`src/rtl/hsq_defines.svh`:
```
`ifndef HSQ_DEFINES_SVH
`define HSQ_DEFINES_SVH

// supported method numbers
`define HSQ_METHOD_W 8
`define HSQ_METHOD_FIRST 8'h09
`define HSQ_METHOD_LAST 8'h0e
`define HSQ_METHOD_09 8'h09
`define HSQ_METHOD_10 8'h0a
`define HSQ_METHOD_11 8'h0b
`define HSQ_METHOD_12 8'h0c
`define HSQ_METHOD_13 8'h0d
`define HSQ_METHOD_14 8'h0e
`define HSQ_METHOD_17 8'h11

// search path through a method
`define HSQ_PATH_PLAIN 2'h0
`define HSQ_PATH_LIMIT 2'h1
`define HSQ_PATH_ACTIVE 2'h2

// step code {forward, high speed, wait for rising edge}
`define HSQ_FHR 3'h7
`define HSQ_RHR 3'h3
`define HSQ_FLR 3'h5
`define HSQ_FLF 3'h4
`define HSQ_RLR 3'h1
`define HSQ_RLF 3'h0
`define HSQ_STEP_FWD 2
`define HSQ_STEP_FAST 1
`define HSQ_STEP_RISE 0

// a path is up to four steps plus a step count
`define HSQ_LEN_LSB 12
`define HSQ_STEP_W 3
`define HSQ_LEN_W 3
`define HSQ_IDX_W 2
`define HSQ_IDX_ONE 2'h1
`define HSQ_PATH_NONE 15'h0000

`endif

```
`src/rtl/hsq_pkg.sv`:
```
package hsq_pkg;
	typedef enum logic [1:0] {
		HSQ_IDLE = 2'b00,
		HSQ_RUN = 2'b01,
		HSQ_SEEK = 2'b10,
		HSQ_DONE = 2'b11
	} hsq_state_type;

	typedef logic [2:0] hsq_step_type;
	typedef logic [14:0] hsq_path_type;
endpackage : hsq_pkg

```
`src/rtl/hsq_edge.sv`:
```
`timescale 1ns/1ps
module hsq_edge #(
	parameter int WIDTH = 4
) (
	input wire logic sys_clk,
	input wire logic nrst,
	input wire logic [WIDTH-1:0] sig,
	output logic [WIDTH-1:0] level,
	output logic [WIDTH-1:0] rise,
	output logic [WIDTH-1:0] fall
);
	typedef struct packed {
		logic [WIDTH-1:0] now;
		logic [WIDTH-1:0] prev;
	} hsq_edge_st_type;

	hsq_edge_st_type st_q;
	hsq_edge_st_type st_d;

	initial begin
		if (WIDTH < 1) $error("hsq_edge: WIDTH must be at least 1");
	end

	always_comb begin
		st_d.now = sig;
		st_d.prev = st_q.now;
	end

	always_ff @(posedge sys_clk) begin
		if (!nrst) begin
			st_q <= '0;
		end else begin
			st_q <= st_d;
		end
	end

	// edges come from registered samples only, never from the raw pins
	assign level = st_q.now;
	assign rise = st_q.now & ~st_q.prev;
	assign fall = ~st_q.now & st_q.prev;
endmodule : hsq_edge

```
`src/rtl/hsq_homing.sv`:
```
// Functional notes
// Methods 9-14 decelerate on the home switch and home on first index.
// M9 plain: fwd high, rise slow fwd, fall rev low, index after rise.
// M9 limit hit: reverse, rise slow fwd, fall rev low, index after rise.
// M9/M12 switch active: fwd low, fall reverse, index after rise.
// M10 plain: fwd high, rise slow, fall rev, rise fwd, index after fall.
// M10 limit hit: reverse, rise slow forward, index after fall.
// M10/M11 switch active: forward low, index after falling edge.
// M11 plain: reverse high, rise slow forward, index after fall.
// M11 limit hit: fwd, rise slow, fall rev, rise fwd, index after fall.
// M12 plain: rev high (fwd on limit), rise fwd low, fall rev, index.
// M13 plain: rev high, rise slow rev, fall fwd, index after rise.
// M13/M14 reverse limit hit: forward high, switch rise slow reverse.
// M13 after limit reversal: fall forward, index after next rise.
// M13 switch active: rev low, fall forward, index after rise.
// M14 plain: rev high, rise slow, fall fwd, rise rev, index after fall.
// M14 after limit reversal: keep reverse, index after falling edge.
// M14 switch active: reverse low, index after falling edge.
// M17 homes and decelerates on reverse limit, no index used.
// M17 inactive: rev high, rise slow forward, stop on fall.
// M17 active: forward low, stop on falling edge of reverse limit.
// High speed is switch search speed, low is index search speed.
// Edges from sampled inputs; done flagged once stopped at home event.
// Each direction or speed change is applied before the next edge.
`timescale 1ns/1ps
`include "hsq_defines.svh"
module hsq_homing #(
	parameter int SPEED_W = 16
) (
	input wire logic sys_clk,
	input wire logic nrst,
	input wire logic homing_start,
	input wire logic [`HSQ_METHOD_W-1:0] homing_method,
	input wire logic home_switch_input,
	input wire logic reverse_travel_limit_input,
	input wire logic forward_travel_limit_input,
	input wire logic index_pulse,
	input wire logic [SPEED_W-1:0] switch_search_speed,
	input wire logic [SPEED_W-1:0] index_search_speed,
	output logic move_enable,
	output logic move_forward,
	output logic [SPEED_W-1:0] speed_cmd,
	output logic homing_busy,
	output logic homing_done,
	output logic homing_error
);
	typedef struct packed {
		hsq_pkg::hsq_state_type state;
		logic [`HSQ_METHOD_W-1:0] method;
		logic [1:0] path;
		logic [`HSQ_IDX_W-1:0] idx;
		logic enable;
		logic forward;
		logic fast;
		logic [SPEED_W-1:0] speed;
		logic done;
		logic error;
	} hsq_st_type;

	hsq_st_type st_q;
	hsq_st_type st_d;

	logic [3:0] lvl;
	logic [3:0] rise;
	logic [3:0] fall;

	initial begin
		if (SPEED_W < 1) $error("hsq_homing: SPEED_W must be at least 1");
	end

	hsq_edge #(
		.WIDTH(4)
	) u_edge (
		.sys_clk(sys_clk),
		.nrst(nrst),
		.sig({index_pulse, forward_travel_limit_input, reverse_travel_limit_input,
			home_switch_input}),
		.level(lvl),
		.rise(rise),
		.fall(fall)
	);

	function automatic hsq_pkg::hsq_path_type mk(input logic [`HSQ_LEN_W-1:0] len,
		input hsq_pkg::hsq_step_type s0, input hsq_pkg::hsq_step_type s1,
		input hsq_pkg::hsq_step_type s2, input hsq_pkg::hsq_step_type s3);
		mk = {len, s3, s2, s1, s0};
	endfunction : mk

	// step table; the last step's edge arms the index search (or stops, for 17)
	function automatic hsq_pkg::hsq_path_type path_of(input logic [`HSQ_METHOD_W-1:0] m,
		input logic [1:0] p);
		path_of = `HSQ_PATH_NONE;
		case ({m, p})
			{`HSQ_METHOD_09, `HSQ_PATH_PLAIN}:
				path_of = mk(3'h3, `HSQ_FHR, `HSQ_FLF, `HSQ_RLR, `HSQ_RLR);
			{`HSQ_METHOD_09, `HSQ_PATH_LIMIT}:
				path_of = mk(3'h3, `HSQ_RHR, `HSQ_FLF, `HSQ_RLR, `HSQ_RLR);
			{`HSQ_METHOD_09, `HSQ_PATH_ACTIVE},
			{`HSQ_METHOD_12, `HSQ_PATH_ACTIVE}:
				path_of = mk(3'h2, `HSQ_FLF, `HSQ_RLR, `HSQ_RLR, `HSQ_RLR);
			{`HSQ_METHOD_10, `HSQ_PATH_PLAIN}:
				path_of = mk(3'h4, `HSQ_FHR, `HSQ_FLF, `HSQ_RLR, `HSQ_FLF);
			{`HSQ_METHOD_10, `HSQ_PATH_LIMIT}:
				path_of = mk(3'h2, `HSQ_RHR, `HSQ_FLF, `HSQ_FLF, `HSQ_FLF);
			{`HSQ_METHOD_10, `HSQ_PATH_ACTIVE},
			{`HSQ_METHOD_11, `HSQ_PATH_ACTIVE}:
				path_of = mk(3'h1, `HSQ_FLF, `HSQ_FLF, `HSQ_FLF, `HSQ_FLF);
			{`HSQ_METHOD_11, `HSQ_PATH_PLAIN}:
				path_of = mk(3'h2, `HSQ_RHR, `HSQ_FLF, `HSQ_FLF, `HSQ_FLF);
			{`HSQ_METHOD_11, `HSQ_PATH_LIMIT}:
				path_of = mk(3'h4, `HSQ_FHR, `HSQ_FLF, `HSQ_RLR, `HSQ_FLF);
			{`HSQ_METHOD_12, `HSQ_PATH_PLAIN}:
				path_of = mk(3'h3, `HSQ_RHR, `HSQ_FLF, `HSQ_RLR, `HSQ_RLR);
			{`HSQ_METHOD_12, `HSQ_PATH_LIMIT}:
				path_of = mk(3'h3, `HSQ_FHR, `HSQ_FLF, `HSQ_RLR, `HSQ_RLR);
			{`HSQ_METHOD_13, `HSQ_PATH_PLAIN}:
				path_of = mk(3'h3, `HSQ_RHR, `HSQ_RLF, `HSQ_FLR, `HSQ_FLR);
			{`HSQ_METHOD_13, `HSQ_PATH_LIMIT}:
				path_of = mk(3'h3, `HSQ_FHR, `HSQ_RLF, `HSQ_FLR, `HSQ_FLR);
			{`HSQ_METHOD_13, `HSQ_PATH_ACTIVE}:
				path_of = mk(3'h2, `HSQ_RLF, `HSQ_FLR, `HSQ_FLR, `HSQ_FLR);
			{`HSQ_METHOD_14, `HSQ_PATH_PLAIN}:
				path_of = mk(3'h4, `HSQ_RHR, `HSQ_RLF, `HSQ_FLR, `HSQ_RLF);
			{`HSQ_METHOD_14, `HSQ_PATH_LIMIT}:
				path_of = mk(3'h2, `HSQ_FHR, `HSQ_RLF, `HSQ_RLF, `HSQ_RLF);
			{`HSQ_METHOD_14, `HSQ_PATH_ACTIVE}:
				path_of = mk(3'h1, `HSQ_RLF, `HSQ_RLF, `HSQ_RLF, `HSQ_RLF);
			{`HSQ_METHOD_17, `HSQ_PATH_PLAIN}:
				path_of = mk(3'h2, `HSQ_RHR, `HSQ_FLF, `HSQ_FLF, `HSQ_FLF);
			{`HSQ_METHOD_17, `HSQ_PATH_ACTIVE}:
				path_of = mk(3'h1, `HSQ_FLF, `HSQ_FLF, `HSQ_FLF, `HSQ_FLF);
			default:
				path_of = `HSQ_PATH_NONE;
		endcase
	endfunction : path_of

	function automatic hsq_pkg::hsq_step_type step_of(input hsq_pkg::hsq_path_type pw,
		input logic [`HSQ_IDX_W-1:0] i);
		step_of = pw[i*`HSQ_STEP_W +: `HSQ_STEP_W];
	endfunction : step_of

	function automatic logic method_ok(input logic [`HSQ_METHOD_W-1:0] m);
		method_ok = (m >= `HSQ_METHOD_FIRST && m <= `HSQ_METHOD_LAST) ||
			m == `HSQ_METHOD_17;
	endfunction : method_ok

	logic is17_cur;
	logic is17_new;
	logic sw_lvl_new;
	logic sw_rise;
	logic sw_fall;
	logic limit_hit;
	logic [1:0] start_path;
	logic [`HSQ_LEN_W-1:0] cur_len;
	hsq_pkg::hsq_path_type cur_path;
	hsq_pkg::hsq_path_type new_path;
	hsq_pkg::hsq_step_type cur_step;
	hsq_pkg::hsq_step_type nxt_step;

	always_comb begin
		is17_cur = st_q.method == `HSQ_METHOD_17;
		is17_new = homing_method == `HSQ_METHOD_17;
		// method 17 treats the reverse limit as its switch
		sw_lvl_new = is17_new ? lvl[1] : lvl[0];
		sw_rise = is17_cur ? rise[1] : rise[0];
		sw_fall = is17_cur ? fall[1] : fall[0];
		// forward-starting methods watch the forward limit, others the reverse one
		limit_hit = (st_q.method <= `HSQ_METHOD_10) ? rise[2] : rise[1];
		start_path = sw_lvl_new ? `HSQ_PATH_ACTIVE : `HSQ_PATH_PLAIN;
		new_path = path_of(homing_method, start_path);
		cur_path = path_of(st_q.method, st_q.path);
		cur_len = cur_path[`HSQ_LEN_LSB +: `HSQ_LEN_W];
		cur_step = step_of(cur_path, st_q.idx);
		nxt_step = step_of(cur_path, st_q.idx + `HSQ_IDX_ONE);

		st_d = st_q;
		case (st_q.state)
			hsq_pkg::HSQ_IDLE, hsq_pkg::HSQ_DONE: begin
				if (homing_start) begin
					st_d.done = 1'b0;
					st_d.error = !method_ok(homing_method);
					if (method_ok(homing_method)) begin
						st_d.state = hsq_pkg::HSQ_RUN;
						st_d.method = homing_method;
						st_d.path = start_path;
						st_d.idx = '0;
						st_d.enable = 1'b1;
						st_d.forward = new_path[`HSQ_STEP_FWD];
						st_d.fast = new_path[`HSQ_STEP_FAST];
					end
				end
			end
			hsq_pkg::HSQ_RUN: begin
				// one event per cycle; the new step is visible before the next edge
				if (st_q.path == `HSQ_PATH_PLAIN && st_q.idx == '0 && !is17_cur &&
					limit_hit) begin
					st_d.path = `HSQ_PATH_LIMIT;
					st_d.forward = !st_q.forward;
				end else if (cur_step[`HSQ_STEP_RISE] ? sw_rise : sw_fall) begin
					if ({1'b0, st_q.idx} + 3'h1 == cur_len) begin
						if (is17_cur) begin
							st_d.state = hsq_pkg::HSQ_DONE;
							st_d.enable = 1'b0;
							st_d.done = 1'b1;
						end else begin
							st_d.state = hsq_pkg::HSQ_SEEK;
						end
					end else begin
						st_d.idx = st_q.idx + `HSQ_IDX_ONE;
						st_d.forward = nxt_step[`HSQ_STEP_FWD];
						st_d.fast = nxt_step[`HSQ_STEP_FAST];
					end
				end
			end
			hsq_pkg::HSQ_SEEK: begin
				// only index pulses after the arming edge count
				if (rise[3]) begin
					st_d.state = hsq_pkg::HSQ_DONE;
					st_d.enable = 1'b0;
					st_d.done = 1'b1;
				end
			end
			default: begin
				st_d.state = hsq_pkg::HSQ_IDLE;
				st_d.enable = 1'b0;
			end
		endcase
		// speed follows live settings so a retune takes effect mid-search
		st_d.speed = st_d.fast ? switch_search_speed : index_search_speed;
		// speed register is cleared whenever motion is off, so the output needs no gate
		if (!st_d.enable) begin
			st_d.speed = '0;
		end
	end

	always_ff @(posedge sys_clk) begin
		if (!nrst) begin
			st_q <= '0;
		end else begin
			st_q <= st_d;
		end
	end

	assign move_enable = st_q.enable;
	assign move_forward = st_q.forward;
	assign speed_cmd = st_q.speed;
	assign homing_busy = st_q.state == hsq_pkg::HSQ_RUN || st_q.state == hsq_pkg::HSQ_SEEK;
	assign homing_done = st_q.done;
	assign homing_error = st_q.error;
endmodule : hsq_homing

```
`config.mk`:
```
export PLATFORM = sky130hd
export DESIGN_NAME = hsq_homing
export DESIGN_NICKNAME = d
export VERILOG_FILES = /design/src/rtl/hsq_pkg.sv /design/src/rtl/hsq_edge.sv /design/src/rtl/hsq_homing.sv
export VERILOG_INCLUDE_DIRS = /design/src /design/src/rtl
export SDC_FILE = /design/constraint.sdc
export NUM_CORES = 1
export LEC_CHECK = 0
export CORE_MARGIN = 3
export CORE_UTILIZATION = 37
export DETAILED_ROUTE_END_ITERATION = 16
export DONT_BUFFER_PORTS = 1
export PLACE_DENSITY_LB_ADDON = 0.08
export SLEW_MARGIN = 20
export SYNTH_ARGS = -nofsm -noshare
export SYNTH_HDL_FRONTEND = slang
export SYNTH_SLANG_ARGS = --single-unit
```
`constraint.sdc`:
```
create_clock -name sys_clk -period 3.8 [get_ports sys_clk]
set_input_delay 0.19 -clock sys_clk [delete_from_list [all_inputs] [get_ports sys_clk]]
set_output_delay 0.19 -clock sys_clk [all_outputs]
set_load 0.005 [all_outputs]
```
==> flow_summary.json <==
{
  "fin_cells": 430,
  "crit_required_ns": 4.02,
  "critPathMaxFanout": 16,
  "clock-sinks": 43,
  "synthAdderAreaFrac": 0.0172,
  "yosys-top-cells-count": "dfxtp_1, nor2_1, nand4_1",
  "grtUsageTotal": 0.178,
  "drtPass1Iterations": 4,
  "cts_setup_buffers": 0,
  "port_buffers": 0,
  "drc": 0,
  "netlist_area_sq_um": 2920,
  "die_w_um": 94.8,
  "cp_data_arrival_time_ns": 3.35,
  "cpMaxStageDelayCell": "o31a_1",
  "setup_ws_ns": 0.669,
  "synthMuxAreaShare": 0.0274,
  "grt_first_pass_wirelength_um": 12600,
  "syn-num-nets": 405,
  "max_stage_delay_ns": 0.66,
  "maxSlewViolCount": 0,
  "tns_ns": 0,
  "dieArea_sq_um": 8990,
  "place_congestion": 0.825,
  "place_area_sq_um": 2880,
  "drive_gt1_frac": 0.0906,
  "vias_per_cell": 5.98,
  "wirelength_um": 7870,
  "endpoint_kind": "register",
  "yosysTopAreaCell": "dfxtp_1",
  "status": "finished clean",
  "wl_per_cell_um": 18.3,
  "grt_pass1_vias": 2467,
  "slew_headroom": 0.494,
  "cts_hold_buf": 0,
  "grt_max_degree": 18,
  "cts_root_buffer": "clkbuf_8",
  "nets": 381,
  "fmax_mhz": 319,
  "synth-simple-area-share": 0.268,
  "path_cells": "or4_1 > a21oi_1 > mux2i_1 > o21ai_1 > nor3b_1 > o31a_1 > o31ai_1 > a21boi_0",
  "path_delay_family": "compound AO/OA/AOI/OAI gates",
  "power.total_mw": 0.949,
  "yosysUniqueCellTypes": 70,
  "reg2reg_slack_ns": 0.67,
  "cts_buffers": 5,
  "cts_max_level": 2,
  "coreArea_sq_um": 7450,
  "drt_iter0_markers": 137,
  "cts_max_path_buffers": 2,
  "fillers": 804,
  "final_core_util": 0.398,
  "hp-start": "nrst",
  "synth-compound-area-share": 0.293,
  "cts_tree": "done",
  "grt_antenna_before_repair": 0,
  "synth_seq_cells": 43,
  "grt_setup_unrepaired": "false",
  "io_pins": 68,
  "overflow": 0,
  "finalSetupViolations": 0,
  "fin_crit_ns": 3.13,
  "die_h_um": 94.8,
  "syn_inst": 354,
  "rows": 31,
  "synth_edf_count": 0,
  "ant_nets": 0,
  "powerDensity_nw_per_um2": 321,
  "design_area_sq_um": 2960,
  "post-place-ws_ns": 0.712,
  "synth_area_per_cell_sq_um": 8.24,
  "post-route-period-util": 0.824,
  "synth_top_family_by_area": "compound AO/OA/AOI/OAI gates",
  "hold_viol": 0,
  "ys.flop_type": "dfxtp_1",
  "clk_pin_slew_ns": 0.09,
  "area_growth_pct": 1.50,
  "dp.cells": 422,
  "ys_seq_area_frac": 0.295,
  "start_util": 0.392,
  "diodes": 0,
  "ctsResizeCount": 0,
  "power.leakage_nw": 1.07,
  "synth_area_leaders": "dfxtp_1, o31ai_1, nand4_1",
  "cp-start-kind": "register",
  "place_hpwl_um": 5810,
  "skew_ns": 0.00981,
  "tightest_slew_ns": 0.756,
  "hold_ws_ns": 0.0146,
  "yosysWarnings": 0,
  "synthDominantCellAreaShare": 0.295,
  "peakVddDrop_v": 0.000207,
  "max_cap_viol_count": 0,
  "synth_most_common_cell": "dfxtp_1",
  "path_class": "reg2reg",
  "r2r-start": "st_q[29]",
  "cp-startpoint": "st_q[29]",
  "vias": 2572,
  "clk_latency_ns": 0.30,
  "hold_class": "in2reg",
  "async_reset_ff_frac": 0,
  "synth_xor_area_frac": 0.00300,
  "path_buf_inv": 0
}
[placed cells by master, fill, tap and decap left out, types with 5 or more instances in the layout]
cell / netlist / layout
a21boi_0: 12 / 12
a21boi_1: 5 / 5
a21o_1: 5 / 5
a21oi_1: 12 / 12
a31oi_1: 6 / 5
and2_1: 10 / 10
buf_4: 16 / 8
clkbuf_8: 0 / 5
dfxtp_1: 43 / 43
inv_1: 12 / 12
mux2i_1: 8 / 8
nand2_1: 13 / 13
nand2b_1: 6 / 6
nand3_1: 10 / 10
nand4_1: 22 / 22
nor2_1: 27 / 27
nor2b_1: 7 / 7
nor3_1: 7 / 7
nor3b_1: 5 / 5
o21ai_0: 9 / 9
o31ai_1: 19 / 19
[routing by layer]
metal	vias to the layer above	global-route usage	part of all wire
met2	66	0.264	0.45
met5	-	0	0
met3	10	0.0406	0.049
met1	1226	0.252	0.49
met4	0	0.0601	0.018
li1	1270	-	-
[cell families after synthesis]
| group | count (synthesis) |
|---|---|
| and+or+nand+nor | 135 |
| AOI/OAI and AO/OA | 111 |
| DFF | 43 |
| xor gates and xnor gates | 1 |
| buffers and inverters | 52 |
| muxes | 8 |
| adders and majority gates | 4 |
[flip-flops by register name (all words and copies together) (netlist names), named ones only]
| name | flops |
|---|---|
| move_enable | 1 |
| move_forward | 1 |
| u_edge.st_q | 4 |
| homing_error | 1 |
| u_edge.level | 4 |
| st_q | 14 |
| homing_done | 1 |
| speed_cmd | 16 |
[final cells by class]
cell class              count  area (sq um)  area share
flip-flops and latches     43           861       0.291
repair buffers              8          60.1      0.0203
clock inverters             2          12.5     0.00422
multi-input cells         259          1780       0.602
clock buffers               6          72.6      0.0245
well taps                  99           124      0.0418
inverters                  13          48.8      0.0165
[path summary, 6_finish.rpt]
kind	endpoint	cells past startpoint
setup / recovery	speed_cmd[0]	8
setup reg to reg	speed_cmd[0]	8
hold reg to reg	u_edge.st_q[3]	2
hold / removal	u_edge.level[0]	1
[where the power goes]
part | switching, mW | total, mW | internal (mW)
sequential | 0.0169 | 0.488 | 0.471
combinational | 0.111 | 0.170 | 0.0593
clock | 0.162 | 0.291 | 0.129
total | 0.290 | 0.949 | 0.659
Note: power is estimated with default switching activity, not from simulation.
